**config.mk**
```make
export PLATFORM = sky130hd
export DESIGN_NAME = bsp_port
export DESIGN_NICKNAME = d
export VERILOG_FILES = /design/src/design/bsp_skid.v /design/src/design/bsp_port.v
export VERILOG_INCLUDE_DIRS = /design/src /design/src/design
export SDC_FILE = /design/constraint.sdc
export NUM_CORES = 1
export LEC_CHECK = 0
export BUFFER_PORTS_ARGS = -buffer_cell sky130_fd_sc_hd__buf_2
export CAP_MARGIN = 20
export CORE_ASPECT_RATIO = 2
export CORE_UTILIZATION = 45
export DETAILED_ROUTE_END_ITERATION = 12
export SETUP_SLACK_MARGIN = 0.02
export SLEW_MARGIN = 20
export SYNTH_ARGS = -nofsm -noshare
export SYNTH_HDL_FRONTEND = slang
export SYNTH_SLANG_ARGS = --single-unit
```
**constraint.sdc**
```tcl
create_clock -name clk -period 3 [get_ports clk]
set_clock_uncertainty 0.1 [all_clocks]
set_input_delay 0 -clock clk [delete_from_list [all_inputs] [get_ports clk]]
set_output_delay 0 -clock clk [all_outputs]
set_load 0.03 [all_outputs]
```
**src/design/bsp_consts.vh**
```
// constants for the barometer serial command port
// assumes inclusion by bare name from the design files
`ifndef BSP_CONSTS_VH
`define BSP_CONSTS_VH
// framing group lengths
`define BSP_START_BITS   3
`define BSP_STOP_BITS    3
`define BSP_SETUP_BITS   4
`define BSP_RESET_BITS   21
// setup codes; chosen values, configurable
`define BSP_CODE_PRESS   4'hA
`define BSP_CODE_TEMP    4'h9
`define BSP_CODE_CAL1    4'h5
`define BSP_CODE_CAL2    4'h6
`define BSP_CODE_CAL3    4'h3
`define BSP_CODE_CAL4    4'hC
// reset pattern, sent first bit in the msb
`define BSP_RESET_PAT    21'h155540
// result width and readout clocks
`define BSP_WORD_BITS    16
`define BSP_READ_CLKS    17
// master clock and conversion length in master clock periods
`define BSP_MCLK_HZ      32768
`define BSP_CONV_MCLKS   16'h0100
`endif

```
**src/design/bsp_skid.v**
```verilog
// two-entry buffer with valid and ready on both sides
// assumes one clock, synchronous active-low reset, clock enable freezes it
module bsp_skid #(
    parameter W = 16
) (
    // clock and reset
    input  wire         clk,
    input  wire         rst_n,
    input  wire         ce,
    // filling side
    input  wire [W-1:0] in_data,
    input  wire         in_valid,
    output wire         in_ready,
    // draining side
    output wire [W-1:0] out_data,
    output wire         out_valid,
    input  wire         out_ready
);
    reg [W-1:0] mem_r [0:1];
    reg         wp_r;
    reg         rp_r;
    reg [1:0]   cnt_r;
    wire        push;
    wire        pop;

    assign in_ready  = (cnt_r != 2'h2);
    assign out_valid = (cnt_r != 2'h0);
    assign out_data  = mem_r[rp_r];
    assign push      = in_valid && in_ready;
    assign pop       = out_valid && out_ready;

    ////////////////////////////////////////////////////////////////////////
    // pointers and count; a full buffer stalls the writer
    always @(posedge clk) begin
        if (!rst_n) begin
            wp_r  <= 1'b0;
            rp_r  <= 1'b0;
            cnt_r <= 2'h0;
        end else if (ce) begin
            if (push) begin
                mem_r[wp_r] <= in_data;
                wp_r        <= ~wp_r;
            end
            if (pop)
                rp_r <= ~rp_r;
            if (push && !pop)
                cnt_r <= cnt_r + 2'h1;
            else if (pop && !push)
                cnt_r <= cnt_r - 2'h1;
        end
    end
endmodule

```
**src/design/bsp_port.v**
```verilog
// serial command and readout port of a pressure and temperature sensor
// assumes sclk, din and mclk come from off-chip and are sampled by clk
// Notes on behaviour
// - controller changes din after sclk falls; device captures din on sclk rise
// - dout updates on each sclk rising edge while shifting data out
// - dout carries result, calibration or status chosen by last instruction
// - seven instructions: pressure, temperature, four calibration words, reset
// - no select line; every transaction starts with an instruction on din
// - three high bits start an instruction
// - three low bits after setup close the instruction
// - four setup bits select pressure, temperature or a calibration word
// - conversion start acknowledged by dout rising during last stop bit
// - sclk held low while converting; dout falling marks completion
// - after completion 17 sclk pulses shift out the 16-bit result
// - held sclk pauses readout; shift position kept and resumed
// - 21-bit reset pattern recognised in any state returns to idle
// - 64-bit read-only calibration store readable by instructions
// - calibration store is four 16-bit words, one instruction each
// - converter runs from separate 32.768 kHz master clock
// - pressure and temperature results are 16-bit unsigned words
`include "bsp_consts.vh"
module bsp_port #(
    parameter [15:0] CAL_W1    = 16'h1111,
    parameter [15:0] CAL_W2    = 16'h2222,
    parameter [15:0] CAL_W3    = 16'h3333,
    parameter [15:0] CAL_W4    = 16'h4444,
    parameter [15:0] CONV_MCLK = `BSP_CONV_MCLKS
) (
    // clock, reset, enable
    clk,
    rst_n,
    ce,
    // serial link pins
    sclk,
    din,
    dout,
    // converter master clock pin
    mclk,
    // converter result stream from the analogue side
    adc_data,
    adc_valid,
    adc_ready,
    // conversion request and status towards the analogue side
    conv_start,
    conv_is_temp,
    busy
);
    input  wire        clk;
    input  wire        rst_n;
    input  wire        ce;
    input  wire        sclk;
    input  wire        din;
    output reg         dout;
    input  wire        mclk;
    input  wire [15:0] adc_data;
    input  wire        adc_valid;
    output wire        adc_ready;
    output reg         conv_start;
    output reg         conv_is_temp;
    output reg         busy;

    // states, one-hot
    localparam [5:0] S_IDLE = 6'h01;  // waiting for start group
    localparam [5:0] S_HDR  = 6'h02;  // collecting setup and stop
    localparam [5:0] S_ACK  = 6'h04;  // two clocks after acknowledge
    localparam [5:0] S_CONV = 6'h08;  // converting, sclk low
    localparam [5:0] S_WAIT = 6'h10;  // waiting for word from buffer
    localparam [5:0] S_SHFT = 6'h20;  // shifting result or calibration word out
    // readout clock count sized to the bit counter
    localparam [4:0] READ_CLKS = `BSP_READ_CLKS;

    ////////////////////////////////////////////////////////////////////////
    // two-stage synchronisers; first stage feeds only the second
    reg [1:0] sclk_s_r;
    reg [1:0] din_s_r;
    reg [1:0] mclk_s_r;
    reg       sclk_d_r;
    reg       mclk_d_r;
    always @(posedge clk) begin
        if (!rst_n) begin
            sclk_s_r <= 2'h0;
            din_s_r  <= 2'h0;
            mclk_s_r <= 2'h0;
            sclk_d_r <= 1'b0;
            mclk_d_r <= 1'b0;
        end else if (ce) begin
            sclk_s_r <= {sclk_s_r[0], sclk};
            din_s_r  <= {din_s_r[0], din};
            mclk_s_r <= {mclk_s_r[0], mclk};
            sclk_d_r <= sclk_s_r[1];
            mclk_d_r <= mclk_s_r[1];
        end
    end
    wire sclk_rise = sclk_s_r[1] & ~sclk_d_r;
    wire mclk_rise = mclk_s_r[1] & ~mclk_d_r;
    wire din_bit   = din_s_r[1];

    ////////////////////////////////////////////////////////////////////////
    // calibration store lookup, read only
    function [15:0] cal_word;
        input [1:0] idx;
        begin
            case (idx)
                2'h0:    cal_word = CAL_W1;
                2'h1:    cal_word = CAL_W2;
                2'h2:    cal_word = CAL_W3;
                default: cal_word = CAL_W4;
            endcase
        end
    endfunction

    ////////////////////////////////////////////////////////////////////////
    // result buffer between converter and serial shifter
    wire [15:0] buf_data;
    wire        buf_valid;
    reg         buf_pop;
    bsp_skid #(
        .W (16)
    ) u_buf (
        .clk       (clk),
        .rst_n     (rst_n),
        .ce        (ce),
        .in_data   (adc_data),
        .in_valid  (adc_valid),
        .in_ready  (adc_ready),
        .out_data  (buf_data),
        .out_valid (buf_valid),
        .out_ready (buf_pop)
    );

    ////////////////////////////////////////////////////////////////////////
    // main protocol state
    reg [5:0]  st_r;
    reg [20:0] hist_r;   // last din bits for reset hunting
    reg [2:0]  ones_r;   // consecutive high bits seen in idle
    reg [2:0]  cnt_r;    // bits collected in header / ack clocks
    reg [6:0]  hdr_r;    // setup and stop bits
    reg [15:0] sh_r;     // outgoing word
    reg [4:0]  bit_r;    // readout clocks left
    reg [15:0] conv_r;   // master clock periods left
    reg        conv_req_r;
    wire [20:0] hist_nxt = {hist_r[19:0], din_bit};
    wire [6:0]  hdr_nxt  = {hdr_r[5:0], din_bit};
    wire [3:0]  code     = hdr_nxt[6:3];

    always @(posedge clk) begin
        if (!rst_n) begin
            st_r         <= S_IDLE;
            hist_r       <= 21'h000000;
            ones_r       <= 3'h0;
            cnt_r        <= 3'h0;
            hdr_r        <= 7'h00;
            sh_r         <= 16'h0000;
            bit_r        <= 5'h00;
            conv_r       <= 16'h0000;
            conv_req_r   <= 1'b0;
            dout         <= 1'b0;
            conv_start   <= 1'b0;
            conv_is_temp <= 1'b0;
            busy         <= 1'b0;
            buf_pop      <= 1'b0;
        end else if (ce) begin
            conv_start <= 1'b0;
            buf_pop    <= 1'b0;
            busy       <= (st_r != S_IDLE);
            if (sclk_rise)
                hist_r <= hist_nxt;
            if (sclk_rise && hist_nxt == `BSP_RESET_PAT) begin
                // reset pattern wins over any state
                st_r   <= S_IDLE;
                ones_r <= 3'h0;
                dout   <= 1'b0;
            end else begin
                case (st_r)
                    S_IDLE: begin
                        if (sclk_rise) begin
                            // instruction opens with start group
                            if (!din_bit)
                                ones_r <= 3'h0;
                            else if (ones_r == `BSP_START_BITS - 1) begin
                                ones_r <= 3'h0;
                                cnt_r  <= 3'h0;
                                st_r   <= S_HDR;
                            end else
                                ones_r <= ones_r + 3'h1;
                        end
                    end
                    S_HDR: begin
                        if (sclk_rise) begin
                            hdr_r <= hdr_nxt;
                            cnt_r <= cnt_r + 3'h1;
                            if (cnt_r == `BSP_SETUP_BITS + `BSP_STOP_BITS - 1) begin
                                // stop group must be all low to close
                                if (hdr_nxt[2:0] != 3'h0)
                                    st_r <= S_IDLE;
                                else if (code == `BSP_CODE_PRESS ||
                                         code == `BSP_CODE_TEMP) begin
                                    dout         <= 1'b1;
                                    conv_is_temp <= (code == `BSP_CODE_TEMP);
                                    conv_start   <= 1'b1;
                                    conv_req_r   <= 1'b1;
                                    conv_r       <= CONV_MCLK;
                                    cnt_r        <= 3'h0;
                                    st_r         <= S_ACK;
                                end else begin
                                    // calibration words need no wait
                                    case (code)
                                        `BSP_CODE_CAL1: sh_r <= cal_word(2'h0);
                                        `BSP_CODE_CAL2: sh_r <= cal_word(2'h1);
                                        `BSP_CODE_CAL3: sh_r <= cal_word(2'h2);
                                        default:        sh_r <= cal_word(2'h3);
                                    endcase
                                    bit_r <= READ_CLKS;
                                    st_r  <= (code == `BSP_CODE_CAL1 ||
                                              code == `BSP_CODE_CAL2 ||
                                              code == `BSP_CODE_CAL3 ||
                                              code == `BSP_CODE_CAL4) ?
                                             S_SHFT : S_IDLE;
                                end
                            end
                        end
                    end
                    S_ACK: begin
                        // two clocks after acknowledge, dout stays high
                        if (sclk_rise) begin
                            cnt_r <= cnt_r + 3'h1;
                            if (cnt_r == 3'h1)
                                st_r <= S_CONV;
                        end
                    end
                    S_CONV: begin
                        // timed by the master clock, not by sclk
                        if (mclk_rise && conv_r != 16'h0000)
                            conv_r <= conv_r - 16'h0001;
                        if (conv_r == 16'h0000)
                            st_r <= S_WAIT;
                    end
                    S_WAIT: begin
                        // take the word; falling dout flags completion
                        if (buf_valid && !buf_pop) begin
                            sh_r       <= buf_data;
                            buf_pop    <= 1'b1;
                            conv_req_r <= 1'b0;
                            dout       <= 1'b0;
                            bit_r      <= READ_CLKS;
                            st_r       <= S_SHFT;
                        end
                    end
                    S_SHFT: begin
                        // one bit per rising edge, msb first; pause keeps place
                        if (sclk_rise) begin
                            dout  <= sh_r[15];
                            sh_r  <= {sh_r[14:0], 1'b0};
                            bit_r <= bit_r - 5'h01;
                            if (bit_r == 5'h01) begin
                                dout <= 1'b0;
                                st_r <= S_IDLE;
                            end
                        end
                    end
                    default: st_r <= S_IDLE;
                endcase
            end
        end
    end
endmodule

```
Yosys cells after proc, flatten, opt, wreduce, memory -nomap -nowiden
Memory sizes are Yosys's and may differ from the RTL's. A register that Yosys moved wholly into a read port is not among the register bits. Cells that the tools add are included.

Muxes and demuxes: 77. Bitwise logic cells: 8. Equal/unequal tests: 44. Add/subtract/negate cells: 6. Reduce and logical (&&, ||, !) cells: 37.

Operators with widths (count): two-way mux 16 bit (11); two-way mux 6 bit (15); one-hot mux 16 bit (3 select lines) (1); one-hot mux 15 bit (3 select lines) (1); two-way mux 3 bit (13); != test 3 bit, second input constant (13); one-hot mux 6 bit (6 select lines) (1); one-hot mux 16 bit (2 select lines) (1); two-way mux 5 bit (6); != test 2 bit, second input constant (13); AND reduction 8 bit (3); two-way mux 1 bit (23); == test 21 bit, second input constant (1); logical NOT 16 bit (1); nonzero test 16 bit (1); subtractor 16 x 1 -> 16 bit, second input constant (1); one-hot mux 5 bit (3 select lines) (1); == test 4 bit, second input constant (3); AND reduction 12 bit (1); nonzero test 2 bit (5); one-hot mux 3 bit (3 select lines) (1); AND reduction 9 bit (1); nonzero test 3 bit (3); == test 4 x 3 -> 1 bit, second input constant (2); 28 further kinds (50).

Memory bits (writable): 32. Input port bits: 23. Memories: 1. Register bits: 92.

Memories: u_buf.mem_r (depth 2, bits a word 16, read ports 1, clocked after Yosys merged registers in 1, write ports 1, RTL line bsp_skid.v:19) `reg [W-1:0] mem_r [0:1];`.

Longest topological paths before layout
Gate-level depths: netlist of run 1.

Depth in word-level cells: 11. Depth in mapped cells: 9. Gate-level depth less buffers: 8.

Hierarchy
From an unflattened synthesis of run 1, not the netlist that was laid out.

Cells, all modules: 607. Area total of the unflattened synthesis: 5858.1 µm².

By module, submodules not included: bsp_port (cells each 530, seq. area each 1761.7 µm², instances 1, area each 4445.5 µm²); bsp_skid (cells each 77, seq. area each 1061.0 µm², instances 1, area each 1412.6 µm²).

Worst setup path before layout of run 1
Ideal clock, no wire load.

Path kind: register to register. From: reg cnt_r[0]. To: reg conv_r[13]. Data arrival time: 2.581 ns. Period minus slack after synthesis: 2.752 ns. Path slack: 0.248 ns. Path buffers: 1. Required time: 2.829 ns. Cell stages (with the launch flop): 10. Path through: dfxtp_1 -> inv_1 -> ha_1 -> nand2_1 -> or4_4 -> or3_4 -> a2111o_1 -> buf_6 -> or4_1 -> a21oi_1.

Cells in the longest elaborated chain, start to end: 3.

Ends and longest elaborated chain: start, declared (RTL line bsp_port.v:136) `reg [2:0] cnt_r;`; start signal, assigned (RTL line bsp_port.v:191) `cnt_r <= cnt_r + 3'h1;`; start signal, assigned (RTL line bsp_port.v:226) `cnt_r <= cnt_r + 3'h1;`; == test 3 bit (RTL line bsp_port.v:192) `` if (cnt_r == `BSP_SETUP_BITS + `BSP_STOP_BITS - 1) begin ``; != test 2 bit (no line); AND reduction 8 bit (no line); end signal, assigned (RTL line bsp_port.v:234) `conv_r <= conv_r - 16'h0001;`; end, declared (RTL line bsp_port.v:140) `reg [15:0] conv_r;`.

No other way between the ends. A chain may end at the register's enable or synchronous reset.

Worst setup path after layout of run 1
From: reg cnt_r[0]. To: reg conv_r[15].

Same word-level chain as after synthesis.

==> results by group, run 1 <==
Place
  • GP Congestion: 0.875
  • Port Buffers: 27
  • Post-DP HPWL: 10.0 mm

Cells and area
  • Synthesis-to-finish area growth: 20.7%
  • Layout cell share with drive strength beyond 1: 0.187
  • Antenna cells: 0
  • Filler cell count in the final layout: 1,149
  • Nets: 682

GRT
  • First-pass GRT wire length: 22.1 mm
  • Largest net degree at the start of global routing: 38
  • GRT overflow: 0
  • Gr usage total: 0.226
  • Vias in the first global route: 4,547
  • Number of antenna violations at the first check in global routing: 0

Yosys
  • Post-synth ARST share: 0
  • Flops & latches, synth: 125
  • Mapped Area: 5750 um^2
  • Synth Instances: 593
  • Post-Synthesis Net Count: 624
  • Yosys warns: 0
  • Number of synthesized flops with an enable pin: 32
  • Most used DFF post-synth: dfxtp_1
  • Sequential fraction of the synthesis area: 0.491
  • Avg Inst Size Synth: 9.70 um^2
  • Unique masters post-synth: 64

Die
  • Core box area: 12,500 um^2
  • Cell Rows: 58
  • Die Wd: 81.9 um
  • Die H: 162 um
  • Initial Util: 0.461
  • Die area: 13,300 um^2
  • IO Pins: 28

STA
  • Final setup TNS: 0 ps
  • Final setup fails: 0
  • Min Hold Slack: -2.69 ps
  • Final min period: 2820 ps
  • Fin crit share: 0.940
  • Max Slew Vio Count: 0
  • Worst-Margin Slew: 758 ps
  • Max Freq: 355 MHz
  • RSZ-0062 raised after global routing: no
  • Final hold vios: 4
  • Max-Slew Margin vs Limit: 0.492

Pwr
  • VDD IR max: 464 uV
  • Sw Ratio: 0.218
  • P_int: 3120 uW
  • PwrDens: 575 nW/um^2
  • Total Power: 3990 uW
  • Clk network pwr share: 0.523
  • P_sw: 871 uW
  • LEAKAGE: 0.00248 uW
  • Flop pwr share: 0.441
  • Gate power share: 0.036

Detailed routing
  • Routed Antenna Nets: 0
  • Via density: 5.61
  • WL final: 14.1 mm
  • Post-route DRC: 0
  • DR vias: 4,564
  • Drt first pass iters: 5
  • Mean routed wirelength per cell: 17.3 um
  • 1st-iter DRT viols: 228

Setup path
  • Req. time, crit path: 3250 ps
  • RR Startpoint: cnt_r[0]
  • CP Class: reg -> reg
  • Critical path origin: cnt_r[0]
  • Startpoint Class: register
  • CP Capture Type: register
  • CP max FO: 5
  • Worst EP arrival: 3060 ps

Clock network
  • Sink Count: 125
  • CTS tree: built
  • Clock Path Buffers: 2
  • Htree depth: 4
  • Clock Latency Late Sink: 420 ps
  • Num CTS Buffers: 17
  • CTS Root Cell: clkbuf_16
  • Reg clk slew, reported paths: 60 ps

Hold path
  • Min-Delay Path Class: in -> reg
  • HP Start: ce

Outcome
  • Failing checks: negative hold slack
  • Status: complete, but fails checks

Job
  • Max_cap viols: 0
==> through the flow <==
step / instances / area, um^2 / setup slack (ps) / utilization
floorplan: 593 / 5750 / 248 / -
finish: 814 / 6940 / 181 / 0.556
global placement: 759 / 6110 / 165 / 0.490
global route: 814 / 6940 / 31.4 / 0.556
CTS: 812 / 6920 / 81.3 / 0.554
detailed placement: 759 / 6110 / 105 / 0.490
==> sequential cells by signal, indices dropped and copies added (netlist names), 3 cells and up, named ones only <==
register / flops
cnt_r: 3
bit_r: 5
u_buf.mem_r: 32
st_r: 6
hdr_r: 6
ones_r: 3
sh_r: 16
conv_r: 16
hist_r: 20
==> cell families after synthesis <==
group	count (synthesis)	synth area share
fa+ha+maj	8	0.0174
xor+xnor	16	0.0257
simple gates	224	0.203
mux	34	0.0627
compound gates	135	0.161
flops	125	0.491
buf+inv	51	0.0396
==> worst max-delay path: stages, from the launching register on <==
cell and delay [ps]:
dfxtp_1 340, inv_1 70, ha_1 160, nand2_1 60
or4_4 570, or3_4 420, a2111o_1 460, or4_1 430
a21oi_1 150
==> synthesized netlist by cell type (2+ instances only) <==
cell	number	area share
dfxtp_1	93	0.32
nor2_1	62	0.040
nand2_1	61	0.040
a21oi_1	40	0.035
edfxtp_1	32	0.17
clkbuf_1	28	0.018
a211oi_1	23	0.030
mux2i_1	18	0.031
mux2_2	16	0.031
o21ai_0	16	0.014
inv_1	12	0.0078
a221oi_1	11	0.017
or3_1	11	0.012
nand2b_1	10	0.011
nor4_1	9	0.0098
xnor2_1	9	0.014
ha_1	8	0.017
nand3_1	7	0.0061
or4_1	7	0.0091
a22oi_1	6	0.0078
and2_1	6	0.0065
nor2b_1	6	0.0065
nor3_1	6	0.0052
or4b_2	6	0.010
xor2_1	6	0.0091
buf_2	5	0.0044
nand3b_1	5	0.0065
nor3b_1	5	0.0065
o2bb2ai_1	5	0.0076
buf_6	4	0.0078
nand4_1	4	0.0044
o31ai_1	4	0.0052
a21o_1	3	0.0039
a31oi_1	3	0.0033
nand4b_1	3	0.0046
nor4b_1	3	0.0046
o2111ai_1	3	0.0046
o211ai_1	3	0.0039
o22ai_1	3	0.0033
or2_2	3	0.0033
a21boi_0	2	0.0026
buf_1	2	0.0013
nor4bb_1	2	0.0035
o41ai_1	2	0.0030
==> power groups by stage <==
stage               registers (uW)  logic [uW]  clock network [uW]
finish                        1760         144                2090
global route                  1760         159                2190
CTS                           1760         147                2120
detailed placement            1800         125                   0
global placement              1800         122                   0
floorplan                     1790        73.3                   0
==> cell type report <==
| class | count | area, um^2 | share of cell area |
|---|---|---|---|
| Sequential cell | 125 | 2820 | 0.407 |
| Multi-Input combinational cell | 418 | 2710 | 0.391 |
| Clock inverter | 14 | 169 | 0.0243 |
| Clock buffer | 18 | 429 | 0.0618 |
| Inverter | 12 | 45.0 | 0.00649 |
| Timing Repair Buffer | 77 | 576 | 0.0829 |
| Tap cell | 150 | 188 | 0.0270 |
==> final timing paths <==
| path | endpoint | slack (ps) | depth (start not counted) |
|---|---|---|---|
| setup / recovery | conv_r[15] | 180 | 8 |
| setup reg to reg | conv_r[15] | 180 | 8 |
| hold / removal | mclk_s_r[0] | -3 | 3 |
| hold reg to reg | hist_r[19] | 360 | 2 |
==> timing repair <==
item	4_1_cts	5_1_grt
hold buffers	21	0
setup endpoints to repair	0	3
buffers inserted	0	1
resized for setup	0	0
endpoints found under the hold margin	41	0
==> cell usage in the layout, fill, tap and decap left out, types with 17 or more instances in the layout <==
cell type,instances
buf_4,28
dfxtp_1,93
nand2_1,61
nor2_1,62
dlygate4sd3_1,21
mux2i_1,18
a21oi_1,40
clkbuf_16,17
a211oi_1,23
buf_2,27
edfxtp_1,32
==> metal layers <==
layer / vias to the layer above / GRT usage / routed length, um
li1: 2291 / - / -
met1: 2171 / 0.213 / 5110
met2: 75 / 0.431 / 8100
met3: 27 / 0.0444 / 341
met4: 0 / 0.121 / 514
met5: - / 0 / 0
No activity file was read; power rests on OpenSTA's default activity.
==> run 2: changes to the inputs <==
--- a/config.mk
+++ b/config.mk
@@ -9,8 +9,9 @@
 export BUFFER_PORTS_ARGS = -buffer_cell sky130_fd_sc_hd__buf_2
 export CAP_MARGIN = 20
 export CORE_ASPECT_RATIO = 2
-export CORE_UTILIZATION = 45
+export CORE_UTILIZATION = 55
 export DETAILED_ROUTE_END_ITERATION = 12
+export PLACE_DENSITY = 0.73
 export SETUP_SLACK_MARGIN = 0.02
 export SLEW_MARGIN = 20
 export SYNTH_ARGS = -nofsm -noshare
==> run 2 against run 1 <==
Against the previous run: the flow now finishes without violations; maximum frequency is 2.1% lower; utilization increased by 12 points; sequential share of layout area is 0.21 points higher; register-to-register slack worse by 60 ps; power shrank 0.35%; sequential power hardly changed; clock-buffer cell count unchanged; hold slack improved by 220 ps; critical path type unchanged; largest cell class unchanged; largest power group unchanged.
==> results by group, run 2 (synthesized netlist as in run 1, its figures left out) <==
Setup path
  • Buf/Inv on CP: 1 (unchanged)
  • Crit path max-delay family: simple AND/OR/NAND/NOR gates
  • CP max-delay cell: or4_4
  • Max incr delay on CP: 560 ps (about the same)
  • Startpoint Class: register
  • CP Class: reg -> reg
  • Crit-path cells: inv_1 > ha_1 > nand2_1 > or4_4 > or3_4 > a2111o_1 > or4_1 > a21oi_1
  • Worst EP arrival: 3120 ps (+60 ps)
  • CP Capture Type: register
  • Req. time, crit path: 3240 ps (about the same)
  • CP max FO: 11 (+6)

GRT
  • First-pass GRT wire length: 21.7 mm (-1.4%)
  • Number of antenna violations at the first check in global routing: 0 (unchanged)
  • Gr usage total: 0.266 (+0.0400)
  • GRT overflow: 0 (unchanged)
  • Largest net degree at the start of global routing: 42 (+11%)
  • Vias in the first global route: 4,694 (+3.2%)

STA
  • Final setup fails: 0 (unchanged)
  • Max-Slew Margin vs Limit: 0.470 (-0.0212)
  • Worst setup margin: 121 ps (-60.1 ps)
  • Max Slew Vio Count: 0 (unchanged)
  • Max Freq: 347 MHz (-2.1%)
  • Final min period: 2880 ps (+60.1 ps)
  • RSZ-0062 raised after global routing: no
  • Worst-Margin Slew: 790 ps (+31.6 ps)
  • Fin crit share: 0.960 (+0.0200)
  • Final hold vios: 0 (-4)
  • Final setup TNS: 0 ps (unchanged)

Clock network
  • # resized after CTS: 0 (unchanged)
  • CTS Root Cell: clkbuf_16
  • Setup Fix Bufs, Post-CTS: 0 (unchanged)
  • Reg clk slew, reported paths: 60 ps (about the same)
  • Sink Count: 125 (unchanged)
  • Htree depth: 4 (unchanged)
  • Clock Latency Late Sink: 410 ps (about the same)
  • CTS tree: built
  • Num CTS Buffers: 17 (unchanged)
  • Clock Path Buffers: 2 (unchanged)

Detailed routing
  • Post-route DRC: 0 (unchanged)
  • DR vias: 4,616 (+1.1%)
  • 1st-iter DRT viols: 213 (-6.6%)
  • WL final: 13.6 mm (-3.0%)
  • Mean routed wirelength per cell: 17.1 um (-0.88%)
  • Drt first pass iters: 4 (-1)
  • Routed Antenna Nets: 0 (unchanged)
  • Via density: 5.79 (+3.3%)

Cells and area
  • Commonest non-fill, non-tap cell in the layout: dfxtp_1
  • Layout cell share with drive strength beyond 1: 0.184 (-0.00246)
  • Largest Register: u_buf.mem_r
  • Design area: 6900 um^2 (-0.50%)
  • Largest register FFs: 32 (unchanged)
  • Filler cell count in the final layout: 820 (-29%)
  • Commonest non-fill, non-tap cells in the layout: 93 x dfxtp_1, 62 x nor2_1, 61 x nand2_1
  • Nets: 680 (-0.29%)
  • Antenna cells: 0 (unchanged)
  • Synthesis-to-finish area growth: 20.1%
  • Biggest regs: u_buf.mem_r: 32 flops, hist_r: 20 flops

Job
  • Max_cap viols: 0 (unchanged)

Place
  • Port Buffers: 27 (unchanged)
  • Post-DP HPWL: 9.49 mm (-5.1%)
  • Place WS: 85.4 ps (-19.3 ps)
  • Placed cell area: 6090 um^2 (-0.43%)
  • GP Congestion: 0.862 (-1.5%)

Pwr
  • P_int: 3120 uW (about the same)
  • LEAKAGE: 0.00247 uW (-0.31%)
  • P_sw: 859 uW (-1.4%)
  • Sw Ratio: 0.216 (-0.00224)
  • PwrDens: 576 nW/um^2 (+0.16%)
  • Gate power share: 0.037 (about the same)
  • Flop pwr share: 0.442 (about the same)
  • Clk network pwr share: 0.521 (-0.002)
  • VDD IR max: 432 uV (-6.8%)

Die
  • Initial Util: 0.566 (+0.106)
  • IO Pins: 28 (unchanged)
  • Die H: 147 um (-9.4%)
  • Core box area: 10,100 um^2 (-19%)
  • Die Wd: 74.3 um (-9.3%)
  • Die area: 10,900 um^2 (-18%)
  • Cell Rows: 52 (-10%)

Hold path
  • Min-Delay Path Class: in -> reg

Outcome
  • Status: finished clean
## run 2: final timing paths
path	cells past startpoint	start	to	slack, ps
hold reg to reg	2	hist_r[19]	hist_r[19]	360
setup reg to reg	8	cnt_r[0]	conv_r[15]	120
setup / recovery	8	cnt_r[0]	conv_r[15]	120
hold / removal	2	adc_data[3]	u_buf.mem_r[1][3]	210
## run 2: timing repair
action	in CTS	in global routing
hold buffers	22	0
setup endpoints to repair	0	2
hold endpoints to repair	44	0
## run 2: power groups by stage
stage	combinational [uW]	clock [uW]	sequential (uW)
floorplan	73.3	0	1790
global placement	118	0	1790
detailed placement	122	0	1800
CTS	145	2090	1760
global route	158	2160	1760
finish	145	2070	1760
## run 2: layer usage
| metal | share of wire | global-route usage | up-vias |
|---|---|---|---|
| li1 | - | - | 2291 |
| met1 | 0.38 | 0.262 | 2170 |
| met3 | 0.024 | 0.0566 | 42 |
| met2 | 0.55 | 0.481 | 113 |
| met4 | 0.048 | 0.163 | 0 |
| met5 | 0 | 0 | - |
## run 2: through the flow
step           utilization  hold WS (ps)  total power [uW]  std cells
2_1_floorplan            -         -1.13              1870        593
3_3_place_gp         0.600          88.9              1910        743
3_5_place_dp         0.600          94.7              1920        743
4_1_cts              0.680           202              4000        797
5_1_grt              0.680           217              4080        797
6_report             0.680           214              3980        797
## run 2: cell type report
cell class / count / area [um^2] / share of cell area
inverter: 12 / 45.0 / 0.00652
clock inverter: 14 / 169 / 0.0245
timing repair buffer: 76 / 571 / 0.0826
clock buffer: 18 / 429 / 0.0622
tap: 135 / 169 / 0.0245
multi-input combinational: 417 / 2700 / 0.391
sequential: 125 / 2820 / 0.409
